`src/usf_params.svh`:
```
/*
 * Constants of the asynchronous serial status block: register offsets,
 * status bit positions, reset values and widths.
 * Assumes it is included by bare name from the package and the design files.
 */
`ifndef USF_PARAMS_SVH
`define USF_PARAMS_SVH

// Register offsets on the 12-bit register port
`define USF_ADDR_W        12
`define USF_ADDR_STATUS   12'hf98
`define USF_ADDR_DATA     12'hf9a
`define USF_ADDR_INT_STAT 12'hf9c
`define USF_ADDR_INT_MASK 12'hf9d

// Register data width
`define USF_REG_W 8

// Status bit positions, shared by the interrupt status and mask registers
`define USF_BIT_PARITY   7
`define USF_BIT_FRAMING  6
`define USF_BIT_OVERRUN  5
`define USF_BIT_RX_FULL  4
`define USF_BIT_TX_DONE  3
`define USF_BIT_TX_EMPTY 2
`define USF_FLAG_LO      2
`define USF_FLAG_HI      7
`define USF_NFLAGS       6

// Reset values
`define USF_STATUS_RST 8'h0c
`define USF_RXBUF_RST  8'h00
`define USF_TXBUF_RST  8'h00
`define USF_RD_IDLE    8'h00
`define USF_INT_RST    6'h00

// Frame data width limits the logic can serve
`define USF_DATA_W_MIN 5
`define USF_DATA_W_MAX 8

`endif

```
`src/usf_pkg.sv`:
```
/*
 * Types of the asynchronous serial status block.
 * Assumes usf_params.svh is on the include path.
 */
`include "usf_params.svh"

package usf_pkg;

	// Transmit shifter ownership as seen by the status logic
	typedef enum logic {
		usf_tx_idle,
		usf_tx_send
	} usf_tx_e;

	typedef logic [`USF_REG_W-1:0] usf_reg_t;
	typedef logic [`USF_NFLAGS-1:0] usf_flags_t;

endpackage : usf_pkg

```
`src/usf_irq.sv`:
```
/*
 * Sticky interrupt status with write-one-to-clear, a mask register of the
 * same layout and one registered level interrupt output.
 * Assumes one clock, synchronous active-low reset and a common clock enable.
 */
`timescale 1ns/1ps
`include "usf_params.svh"

module usf_irq
	import usf_pkg::*;
#(
	parameter int N = `USF_NFLAGS
) (
	input  wire logic         core_clk,
	input  wire logic         nrst,
	input  wire logic         ce,
	input  wire logic [N-1:0] event_set,
	input  wire logic         stat_wr,
	input  wire logic         mask_wr,
	input  wire logic [N-1:0] wdata,
	output logic      [N-1:0] stat_r,
	output logic      [N-1:0] mask_r,
	output logic              irq_r
);

	logic [N-1:0] stat_nxt;
	logic         irq_nxt;

	generate
		if (N < 1) begin : g_bad_n
			$error("usf_irq needs at least one event");
		end
	endgenerate

	// Per bit: an event in the clearing cycle wins over the clear
	genvar i;
	generate
		for (i = 0; i < N; i++) begin : g_bit
			assign stat_nxt[i] = event_set[i] | (stat_r[i] & ~(stat_wr & wdata[i]));
		end
	endgenerate

	assign irq_nxt = |(stat_nxt & (mask_wr ? wdata : mask_r));

	// Status, mask and output level
	always_ff @(posedge core_clk) begin
		if (!nrst) begin
			stat_r <= '0;
			mask_r <= '0;
			irq_r  <= 1'b0;
		end else if (ce) begin
			stat_r <= stat_nxt;
			if (mask_wr) begin
				mask_r <= wdata;
			end
			irq_r <= irq_nxt;
		end
	end

endmodule : usf_irq

```
`src/usf_status.sv`:
```
/*
 * Status flag logic of an asynchronous serial transceiver: receive buffer,
 * framing/parity/overrun flags, transmit buffer empty and transmit end,
 * the status-read-then-access clear sequence and the interrupt registers.
 * Assumes a separate bit sampler that hands over finished frames and a
 * separate transmit shifter that takes a byte on a load pulse.
 */
// The strobed register port and the register addresses were decided locally.
//
// Contract
// - Stop bit sampled low sets the framing error flag.
// - Framing error clears only on buffer read after a status read.
// - Frame finishing while buffer still unread sets the overrun flag.
// - On overrun the new byte is dropped, buffer keeps old contents.
// - Overrun clears on buffer read following a status read.
// - While overrun is set no further frame is accepted or stored.
// - Loading a received byte sets the receive buffer full flag.
// - Buffer full clears on buffer read after a status read.
// - Overrun raised between status read and buffer read survives that read.
// - Buffer empty sets when the byte moves into the shifter.
// - Buffer empty clears on transmit write after a status read.
// - Frame shifted out with no pending byte sets transmit end.
// - Transmit end clears once a new transmission actually starts.
// - Parity mismatch sets parity error, cleared like framing error.
// - Setting receive buffer full also pulses the receive interrupt request.
// - Transmission start sets buffer empty and pulses transmit interrupt.
`timescale 1ns/1ps
`include "usf_params.svh"

module usf_status
	import usf_pkg::*;
#(
	parameter int DATA_W = 8
) (
	input  wire logic                   core_clk,
	input  wire logic                   nrst,
	input  wire logic                   ce,
	// Register port
	input  wire logic [`USF_ADDR_W-1:0] bus_addr,
	input  wire logic [`USF_REG_W-1:0]  bus_wdata,
	input  wire logic                   bus_wr,
	input  wire logic                   bus_rd,
	output logic      [`USF_REG_W-1:0]  bus_rdata,
	// Frame format, from the control register
	input  wire logic                   parity_en,
	input  wire logic                   parity_odd,
	// To and from the receive bit sampler
	input  wire logic                   rx_frame_done,
	input  wire logic [DATA_W-1:0]      rx_frame_data,
	input  wire logic                   rx_stop_bit,
	input  wire logic                   rx_parity_bit,
	output logic                        rx_enable,
	// To and from the transmit shifter
	output logic                        tx_load,
	output logic      [`USF_REG_W-1:0]  tx_load_data,
	input  wire logic                   tx_frame_done,
	// Interrupts
	output logic                        rx_interrupt_request,
	output logic                        tx_interrupt_request,
	output logic                        irq
);

	generate
		if (DATA_W < `USF_DATA_W_MIN || DATA_W > `USF_DATA_W_MAX) begin : g_bad_w
			$error("usf_status: DATA_W must lie between 5 and 8");
		end
	endgenerate

	// Address match, used by every strobe decode
	// Exact match only; no register shows up at an alias address
	function automatic logic hit(
		input logic [`USF_ADDR_W-1:0] addr,
		input logic [`USF_ADDR_W-1:0] target
	);
		hit = (addr == target);
	endfunction : hit

	// Reset image of the status register; each flag takes its own bit
	localparam usf_reg_t STATUS_RST = `USF_STATUS_RST;

	// Flag registers
	logic parity_error_flag_r;
	logic framing_error_flag_r;
	logic overrun_flag_r;
	logic rx_buffer_full_flag_r;
	logic tx_done_flag_r;
	logic tx_buffer_empty_flag_r;
	logic parity_error_flag_nxt;
	logic framing_error_flag_nxt;
	logic overrun_flag_nxt;
	logic rx_buffer_full_flag_nxt;
	logic tx_done_flag_nxt;
	logic tx_buffer_empty_flag_nxt;

	// Clear-sequence state
	logic armed_r;
	logic armed_nxt;
	logic overrun_seen_r;
	logic overrun_seen_nxt;

	// Data buffers and transmit ownership
	usf_reg_t rx_data_buffer_r;
	usf_reg_t tx_data_buffer_r;
	usf_tx_e  tx_state_r;
	usf_tx_e  tx_state_nxt;

	// Output flops
	usf_reg_t bus_rdata_r;
	usf_reg_t bus_rdata_nxt;
	logic     tx_load_r;
	usf_reg_t tx_load_data_r;
	logic     rx_irq_req_r;
	logic     tx_irq_req_r;
	logic     rx_enable_r;

	// Interrupt block
	usf_flags_t int_stat;
	usf_flags_t int_mask;
	usf_flags_t int_event;
	logic       irq_r;

	// Strobe decode, all frozen by the clock enable
	// Interrupt register reads are qualified at the mux; they clear nothing
	wire status_rd = ce & bus_rd & hit(bus_addr, `USF_ADDR_STATUS);
	wire rxbuf_rd  = ce & bus_rd & hit(bus_addr, `USF_ADDR_DATA);
	wire txbuf_wr  = ce & bus_wr & hit(bus_addr, `USF_ADDR_DATA);
	wire istat_wr  = ce & bus_wr & hit(bus_addr, `USF_ADDR_INT_STAT);
	wire imask_wr  = ce & bus_wr & hit(bus_addr, `USF_ADDR_INT_MASK);
	wire istat_rd  = hit(bus_addr, `USF_ADDR_INT_STAT);
	wire imask_rd  = hit(bus_addr, `USF_ADDR_INT_MASK);

	// Arming: each status read arms, the next data access consumes it
	assign armed_nxt = status_rd ? 1'b1 :
		(rxbuf_rd | txbuf_wr) ? 1'b0 : armed_r;

	// Clear strobes exist only on an armed access
	// An unarmed data read still returns the byte but leaves every flag
	// A write while a byte still waits is lost; software must poll empty
	wire rx_clear = rxbuf_rd & armed_r;
	wire tx_write = txbuf_wr & armed_r & tx_buffer_empty_flag_r;

	// Overrun level as software last saw it in the status register.
	// A later overrun is not cleared by the pending buffer read.
	assign overrun_seen_nxt = status_rd ? overrun_flag_r :
		rxbuf_rd ? 1'b0 : overrun_seen_r;

	// Receive acceptance: nothing is taken while overrun stands
	// Trade-off: a frame arriving during overrun is lost without trace
	wire rx_accept   = ce & rx_frame_done & ~overrun_flag_r;
	// A read that empties the buffer this cycle frees it for the new frame
	wire rx_occupied = rx_buffer_full_flag_r & ~rx_clear;
	wire rx_load     = rx_accept & ~rx_occupied;
	wire rx_overrun  = rx_accept & rx_occupied;

	// Parity expected from the data bits, even or odd
	// Judged only on loaded frames; a dropped frame marks overrun only
	wire parity_calc = (^rx_frame_data) ^ parity_odd;
	wire parity_bad  = parity_en & (parity_calc != rx_parity_bit);
	wire framing_bad = ~rx_stop_bit;

	// Receive flags: a set in the clearing cycle wins
	assign framing_error_flag_nxt =
		(rx_load & framing_bad) ? 1'b1 :
		rx_clear ? 1'b0 : framing_error_flag_r;

	assign parity_error_flag_nxt =
		(rx_load & parity_bad) ? 1'b1 :
		rx_clear ? 1'b0 : parity_error_flag_r;

	assign rx_buffer_full_flag_nxt =
		rx_load ? 1'b1 :
		rx_clear ? 1'b0 : rx_buffer_full_flag_r;

	assign overrun_flag_nxt =
		rx_overrun ? 1'b1 :
		(rx_clear & overrun_seen_r) ? 1'b0 :
		overrun_flag_r;

	// Transmit: the shifter takes a byte only when idle and one is pending
	wire tx_start = ce & (tx_state_r == usf_tx_idle) & ~tx_buffer_empty_flag_r;
	wire tx_end   = ce & tx_frame_done & (tx_state_r == usf_tx_send);

	// Start and write never coincide: one needs empty, the other full
	assign tx_buffer_empty_flag_nxt =
		tx_start ? 1'b1 :
		tx_write ? 1'b0 : tx_buffer_empty_flag_r;

	// End only counts if no byte waits; a waiting byte starts next cycle
	// A shifter end with nothing loaded is ignored by the ownership state
	assign tx_done_flag_nxt =
		tx_start ? 1'b0 :
		(tx_end & tx_buffer_empty_flag_r) ? 1'b1 :
		tx_done_flag_r;

	// Shifter ownership
	always_comb begin
		tx_state_nxt = tx_state_r;
		case (tx_state_r)
			usf_tx_idle: begin
				if (tx_start) begin
					tx_state_nxt = usf_tx_send;
				end
			end
			usf_tx_send: begin
				if (tx_end) begin
					tx_state_nxt = usf_tx_idle;
				end
			end
			default: begin
				tx_state_nxt = usf_tx_idle;
			end
		endcase
	end

	// Interrupt events on the same bit layout as the status register
	// Order must match the status word, or software sees shifted bits
	assign int_event[`USF_BIT_PARITY-`USF_FLAG_LO]   = rx_load & parity_bad;
	assign int_event[`USF_BIT_FRAMING-`USF_FLAG_LO]  = rx_load & framing_bad;
	assign int_event[`USF_BIT_OVERRUN-`USF_FLAG_LO]  = rx_overrun;
	assign int_event[`USF_BIT_RX_FULL-`USF_FLAG_LO]  = rx_load;
	assign int_event[`USF_BIT_TX_DONE-`USF_FLAG_LO]  = tx_end & tx_buffer_empty_flag_r;
	assign int_event[`USF_BIT_TX_EMPTY-`USF_FLAG_LO] = tx_start;

	// Status word as software sees it; low bits read zero
	wire [`USF_REG_W-1:0] status_word = {
		parity_error_flag_r,
		framing_error_flag_r,
		overrun_flag_r,
		rx_buffer_full_flag_r,
		tx_done_flag_r,
		tx_buffer_empty_flag_r,
		2'b00
	};

	// Read mux; the transmit buffer is write only and not visible
	// Any unmatched read returns the idle value, never stale data
	always_comb begin
		bus_rdata_nxt = `USF_RD_IDLE;
		if (status_rd) begin
			bus_rdata_nxt = status_word;
		end else if (rxbuf_rd) begin
			bus_rdata_nxt = rx_data_buffer_r;
		end else if (ce & bus_rd & istat_rd) begin
			bus_rdata_nxt = {int_stat, 2'b00};
		end else if (ce & bus_rd & imask_rd) begin
			bus_rdata_nxt = {int_mask, 2'b00};
		end
	end

	// Flag registers
	always_ff @(posedge core_clk) begin
		if (!nrst) begin
			parity_error_flag_r    <= STATUS_RST[`USF_BIT_PARITY];
			framing_error_flag_r   <= STATUS_RST[`USF_BIT_FRAMING];
			overrun_flag_r         <= STATUS_RST[`USF_BIT_OVERRUN];
			rx_buffer_full_flag_r  <= STATUS_RST[`USF_BIT_RX_FULL];
			tx_done_flag_r         <= STATUS_RST[`USF_BIT_TX_DONE];
			tx_buffer_empty_flag_r <= STATUS_RST[`USF_BIT_TX_EMPTY];
		end else if (ce) begin
			parity_error_flag_r    <= parity_error_flag_nxt;
			framing_error_flag_r   <= framing_error_flag_nxt;
			overrun_flag_r         <= overrun_flag_nxt;
			rx_buffer_full_flag_r  <= rx_buffer_full_flag_nxt;
			tx_done_flag_r         <= tx_done_flag_nxt;
			tx_buffer_empty_flag_r <= tx_buffer_empty_flag_nxt;
		end
	end

	// Clear-sequence state and shifter ownership
	always_ff @(posedge core_clk) begin
		if (!nrst) begin
			armed_r        <= 1'b0;
			overrun_seen_r <= 1'b0;
			tx_state_r     <= usf_tx_idle;
		end else if (ce) begin
			armed_r        <= armed_nxt;
			overrun_seen_r <= overrun_seen_nxt;
			tx_state_r     <= tx_state_nxt;
		end
	end

	// Receive buffer: an overrun frame never reaches it
	always_ff @(posedge core_clk) begin
		if (!nrst) begin
			rx_data_buffer_r <= `USF_RXBUF_RST;
		end else if (rx_load) begin
			rx_data_buffer_r <= usf_reg_t'(rx_frame_data);
		end
	end

	// Transmit buffer: an unarmed write is dropped, the byte never lands
	always_ff @(posedge core_clk) begin
		if (!nrst) begin
			tx_data_buffer_r <= `USF_TXBUF_RST;
		end else if (tx_write) begin
			tx_data_buffer_r <= bus_wdata;
		end
	end

	// Registered outputs: pulses last one enabled cycle
	// Enable follows the next overrun value so the sampler stops on that edge
	always_ff @(posedge core_clk) begin
		if (!nrst) begin
			bus_rdata_r    <= `USF_RD_IDLE;
			tx_load_r      <= 1'b0;
			tx_load_data_r <= `USF_TXBUF_RST;
			rx_irq_req_r   <= 1'b0;
			tx_irq_req_r   <= 1'b0;
			rx_enable_r    <= ~STATUS_RST[`USF_BIT_OVERRUN];
		end else if (ce) begin
			bus_rdata_r  <= bus_rdata_nxt;
			tx_load_r    <= tx_start;
			rx_irq_req_r <= rx_load;
			tx_irq_req_r <= tx_start;
			rx_enable_r  <= ~overrun_flag_nxt;
			if (tx_start) begin
				tx_load_data_r <= tx_data_buffer_r;
			end
		end
	end

	// Sticky interrupt status, mask and level output
	// Only bits 7:2 are stored; the two low bits always read zero
	usf_irq #(
		.N (`USF_NFLAGS)
	) u_irq (
		.core_clk  (core_clk),
		.nrst      (nrst),
		.ce        (ce),
		.event_set (int_event),
		.stat_wr   (istat_wr),
		.mask_wr   (imask_wr),
		.wdata     (bus_wdata[`USF_FLAG_HI:`USF_FLAG_LO]),
		.stat_r    (int_stat),
		.mask_r    (int_mask),
		.irq_r     (irq_r)
	);

	assign bus_rdata            = bus_rdata_r;
	assign tx_load              = tx_load_r;
	assign tx_load_data         = tx_load_data_r;
	assign rx_interrupt_request = rx_irq_req_r;
	assign tx_interrupt_request = tx_irq_req_r;
	assign rx_enable            = rx_enable_r;
	assign irq                  = irq_r;

endmodule : usf_status

```
`config.mk`:
```
export PLATFORM = sky130hd
export DESIGN_NAME = usf_status
export DESIGN_NICKNAME = d
export VERILOG_FILES = /design/src/usf_pkg.sv /design/src/usf_irq.sv /design/src/usf_status.sv
export VERILOG_INCLUDE_DIRS = /design/src
export SDC_FILE = /design/constraint.sdc
export NUM_CORES = 1
export LEC_CHECK = 0
export BUFFER_PORTS_ARGS = -buffer_cell sky130_fd_sc_hd__buf_2
export CAP_MARGIN = 40
export CORE_ASPECT_RATIO = 1.4
export CORE_MARGIN = 4
export CORE_UTILIZATION = 56
export DETAILED_ROUTE_END_ITERATION = 8
export HOLD_SLACK_MARGIN = 0.06
export PLACE_DENSITY = 0.83
export REMOVE_ABC_BUFFERS = 1
export SYNTH_ARGS = -nofsm -noshare
export SYNTH_HDL_FRONTEND = slang
export SYNTH_SLANG_ARGS = --single-unit
```
`constraint.sdc`:
```
create_clock -name core_clk -period 3.8 [get_ports core_clk]
set_input_delay 0.76 -clock core_clk [delete_from_list [all_inputs] [get_ports core_clk]]
set_output_delay 0.76 -clock core_clk [all_outputs]
set_load 0.05 [all_outputs]
```
# [Yosys cells after proc, flatten, opt, wreduce, memory -nomap -nowiden]
# Index checks and enable logic that the tools add are counted.
[totals] register_bits=57 latch_bits=0 ramBits=0 rom_bits=0 inputBits=39 output_inout_bits=21 elab_cells=123 mem_count=0
[classes] add_sub_neg=0 multipliers=0 div=0 n_lt_le_gt_ge=0 eq_ne=5 n_shift=0 mux=22 n_bitwise=60 reduce_logical=17
[ops] cell="$eq A12 B12 Y1 const B" n=4
[ops] cell="$and A1 B1 Y1" n=38
[ops] cell="$mux W8" n=4
[ops] cell="$mux W1" n=16
[ops] cell="$reduce_and A2 Y1" n=8
[ops] cell="$reduce_bool A2 Y1" n=7
[ops] cell="$not A1 Y1" n=13
[ops] cell="$reduce_xor A8 Y1" n=1
[ops] cell="$or A1 B1 Y1" n=7
[ops] cell="$and A6 B6 Y6" n=1
[ops] cell="$mux W6" n=1
[ops] cell="$reduce_or A6 Y1" n=1
[ops] cell="$pmux W1 S2" n=1
[ops] cell="$ne A1 B1 Y1" n=1
[ops] cell="$xor A1 B1 Y1" n=1

# [Longest topological paths before layout]
[logic_depth] depth_word=11 mapped_depth=7 depth_no_buf=6

# [Modules after synthesis]
# From an unflattened synthesis, not the netlist that was laid out.
[hier_totals] hier_cells=307 area_unflattened_um2=2787.7
[modules_own_cells] module="usf_status" n_inst=1 cells_each=228 area_each_um2=2127.0 seq_area_each_um2=880.8
[modules_own_cells] module="usf_irq" n_inst=1 cells_each=79 area_each_um2=660.6 seq_area_each_um2=260.2

# [Least setup slack after synthesis]
# No wires, ideal clock.
[synth_timing] kind="input to register" start="input ce" end="register u_irq.irq_r" setup_ps=125 t_arrival_ps=2262 required_time_ps=3675 setup_slack_ps=1413 cell_stages=7 path_buffers=1 cell_sequence="buf_2 nand4_1 nor4_4 mux2i_1 o22ai_1 nor3_1 a31oi_1"
[synth_via] elab_chain_cells=11 elab_cells_between_ends=47 classes_between="mux: 1; bitwise: 45; reduce/logical: 1"
[synth_rtl] element="from (decl)" line="usf_status.sv:37" text="input wire logic ce,"
[synth_rtl] element="$and A1 B1 Y1 (2 in a row)" line="usf_status.sv:125" text="wire rxbuf_rd = ce & bus_rd & hit(bus_addr, `USF_ADDR_DATA);"
[synth_rtl] element="$and A1 B1 Y1" line="usf_status.sv:139" text="wire rx_clear = rxbuf_rd & armed_r;"
[synth_rtl] element="$not A1 Y1" line="usf_status.sv:151" text="wire rx_occupied = rx_buffer_full_flag_r & ~rx_clear;"
[synth_rtl] element="$and A1 B1 Y1" line="usf_status.sv:151"
[synth_rtl] element="$not A1 Y1" line="usf_status.sv:152" text="wire rx_load = rx_accept & ~rx_occupied;"
[synth_rtl] element="$and A1 B1 Y1" line="usf_status.sv:152"
[synth_rtl] element="$and A1 B1 Y1 (on tied branches)" line="usf_status.sv:218, usf_status.sv:217"
[synth_rtl] element="$or A1 B1 Y1" line="usf_irq.sv:39" text="assign stat_nxt[i] = event_set[i] | (stat_r[i] & ~(stat_wr & wdata[i]));"
[synth_rtl] element="$and A6 B6 Y6" line="usf_irq.sv:43" text="assign irq_nxt = |(stat_nxt & (mask_wr ? wdata : mask_r));"
[synth_rtl] element="$reduce_or A6 Y1" line="usf_irq.sv:43"
[synth_rtl] element="to (signal assigned)" line="usf_irq.sv:56" text="irq_r <= irq_nxt;"
[synth_rtl] element="to (decl)" line="usf_irq.sv:23" text="output logic irq_r"
# Several ways; a longest one is shown, not always the timed one.
# A chain may end at the register's enable or synchronous reset.

# [Worst setup path after layout]
# Ends and elaborated chain as after synthesis.

==> impl_metrics.tcl <==
set metrics [dict create \
    outcome "completed" \
    timing.reg2reg.setup_slack_ns 1.95 \
    maxSlewHeadroom_pct 49.9 \
    synth_edf_count 0 \
    ant_nets 0 \
    core_region_area_um2 4200 \
    antenna_found_initial 0 \
    path_buf_inv 1 \
    crit_family "compound AO/OA/AOI/OAI gates" \
    post-cts-setup-buffers 0 \
    timing.rr.end "u_irq.irq_r$_SDFFE_PN0P_" \
    first_iter_violations 206 \
    post-route-util_pct 70.1 \
    cap_violations 0 \
    vias 2269 \
    final_area_um2 2950 \
    arrival_ns 2.73 \
    setup_tns_ns 0 \
    cts_buffers 9 \
    post_drt_wl_per_cell_um 15.3 \
    synthToLayoutAreaGrowth_pct 20.9 \
    async_flop_share_pct 0 \
    hp-class "flip-flop to flip-flop" \
    fin_skew_ns 0.00616 \
    slew_viol_final 0 \
    start_util_pct 58.0 \
    drt_first_pass_iters 4 \
    critPathMaxStageDelay_ns 0.69 \
    die_h_um 86.1 \
    ioPinCount 60 \
    synth_sequential_area_ratio_pct 46.8 \
    placed_cell_area_um2 2760 \
    synth-seq-cells 57 \
    drcViolationCount 0 \
    layout_commonest_cell "buf_2" \
    path_max_fanout 11 \
    track_usage_pct 22.6 \
    critPathLaunchType "input pin" \
    final_net_count 380 \
    p_leak_nw 1.21 \
    dp_hpwl_um 4510 \
    hold_start "tx_data_buffer_r[3]$_SDFFE_PN0P_" \
    ys.flop_type "dfxtp_1" \
    grt_max_degree 32 \
    grt_pass1_vias 2142 \
    grt_setup_unrepaired "false" \
    slowest_stage "o41ai_2" \
    crit_required_ns 4.07 \
    ctsResizeCount 0 \
    syn_avg_cell_area_um2 8.70 \
    drt-vias-per-instance 5.80 \
    floorplan.die_area_um2 5490 \
    worst_slew_pin_slew_ns 0.745 \
    insertion_delay_ns 0.33 \
    final_layout_size_suffix_gt1_share_pct 22.8 \
    finalCriticalPeriod_ns 2.47 \
    hold_buffers 0 \
    place_congestion 0.907 \
    hold_violations 0 \
    synth.distinct_cells 45 \
    die_x_um 63.8 \
    worstPathCellList "buf_2 -> nand4_1 -> o41ai_2 -> nand2_1 -> o22a_1 -> a31oi_1" \
    routed_wl_um 6000 \
    reg2reg_depth 5 \
    ir_drop_mv 0.433 \
    syn_inst 280 \
    min_period_over_period_pct 64.9 \
    grt_overflow 0 \
    crit_type "input pin to flip-flop" \
    clockBufferDepth 2 \
    row_count 28 \
    grt_pass1_wl_um 9630 \
    syn_area_um2 2440 \
    powerDensity_nw_per_um2 434 \
    r2r_start "armed_r$_SDFFE_PN0P_" \
    fmax_ghz 0.405 \
    setup_viol 0 \
    yosysWarnings 0 \
    layout_common_cells "buf_2, dfxtp_1, nand2_1" \
    cts_tree "built" \
    clk_pin_slew_ns 0.06 \
    hold_depth 2 \
    port_buffers 59 \
    ctsHtreeMaxLevel 3 \
    num_antenna_cells 0 \
    clkSinkCount 57 \
    critPathCaptureType "flip-flop" \
    cts_root_buf "clkbuf_8" \
    min_to "tx_load_data[3]$_SDFFE_PN0P_" \
]
## through the flow
step | instances | setup slack (ns) | total power, W | hold WS, ns
after floorplan | 269 | 1.43 | 0.000693 | 0.432
after global placement | 375 | 1.06 | 0.000738 | 0.440
after detailed placement | 375 | 1.02 | 0.000741 | 0.450
after CTS | 391 | 1.36 | 0.00128 | 0.459
after global routing | 391 | 1.15 | 0.00132 | 0.477
final | 391 | 1.33 | 0.00128 | 0.454
## sequential cells by signal, indices dropped and copies added, names as in the netlist
register	count
overrun_seen_r	1
tx_done_flag_r	1
tx_buffer_empty_flag_r	1
armed_r	1
tx_data_buffer_r	8
tx_state_r	1
u_irq.irq_r	1
parity_error_flag_r	1
tx_interrupt_request	1
bus_rdata	8
u_irq.mask_r	6
rx_enable	1
framing_error_flag_r	1
rx_data_buffer_r	8
overrun_flag_r	1
rx_buffer_full_flag_r	1
rx_interrupt_request	1
u_irq.stat_r	6
tx_load_data	8
## cell usage after synthesis (all sizes together) (2+ instances only)
| master | number | share of area, % |
|---|---|---|
| a21oi | 33 | 6.8 |
| a222oi | 5 | 2.1 |
| a22oi | 10 | 3.1 |
| a311oi | 3 | 1.1 |
| a31oi | 2 | 0.51 |
| buf | 2 | 0.51 |
| clkbuf | 9 | 1.4 |
| dfxtp | 57 | 47 |
| inv | 10 | 1.5 |
| mux2i | 14 | 5.7 |
| nand2 | 49 | 7.5 |
| nand3 | 3 | 0.62 |
| nand4 | 4 | 1.0 |
| nor2 | 28 | 4.3 |
| nor3 | 7 | 1.4 |
| nor4 | 3 | 1.6 |
| o211ai | 2 | 0.62 |
| o21a | 2 | 0.62 |
| o21ai | 7 | 1.4 |
| o22a | 2 | 0.72 |
| o22ai | 2 | 0.51 |
| or2 | 2 | 0.51 |
| or4 | 2 | 0.77 |
| xnor2 | 7 | 2.5 |
## where the power goes
group	internal, W	switching (W)
combinational	0.0000455	0.0000674
clock	0.000322	0.000227
sequential	0.000609	0.00000721
total	0.000976	0.000302
## worst reg2reg max path, stage by stage, from the launching register on
cell and delay (ns):
dfxtp_1 0.35, nand2_1 0.11, o41ai_2 0.52, nand2_1 0.39, o22a_1 0.26, a31oi_1 0.14
## how the worst max path moves through the flow
| stage | cells past startpoint | end | start | slack [ns] |
|---|---|---|---|---|
| global route | 6 | u_irq.irq_r$_SDFFE_PN0P_ | ce | 1.15 |
| detailed placement | 7 | u_irq.irq_r$_SDFFE_PN0P_ | bus_addr[5] | 1.02 |
| floorplan | 6 | u_irq.irq_r$_SDFFE_PN0P_ | bus_addr[0] | 1.43 |
| CTS | 7 | u_irq.irq_r$_SDFFE_PN0P_ | bus_addr[5] | 1.36 |
| global placement | 7 | u_irq.irq_r$_SDFFE_PN0P_ | bus_addr[5] | 1.06 |
| finish | 6 | u_irq.irq_r$_SDFFE_PN0P_ | ce | 1.33 |
## area by class of cell
| class | count | area, um2 |
|---|---|---|
| inverters | 11 | 41.3 |
| fillers | 333 | 1260 |
| flip-flops and latches | 57 | 1140 |
| well taps | 45 | 56.3 |
| repair buffers | 61 | 310 |
| clock buffers | 14 | 153 |
| multi-input cells | 201 | 1210 |
| clock inverters | 2 | 37.5 |
## logic make-up after synthesis
group                  after synthesis  synth area share [%]
AND/OR/NAND/NOR                    108                  21.2
AO/OA/AOI/OAI                       71                  19.2
flip-flops                          57                  46.8
buffers and inverters               22                  3.59
multiplexers                        14                  5.75
XOR/XNOR                             8                  3.44
## metal layers
layer  vias up  track usage (%)  wire length, um
li1       1122                -                -
met1      1061             24.6             2290
met2        70             40.4             3230
met3        16             5.77              332
met4         0             10.8              140
met5         -                0                0
No activity file was read; power rests on OpenSTA's default activity.
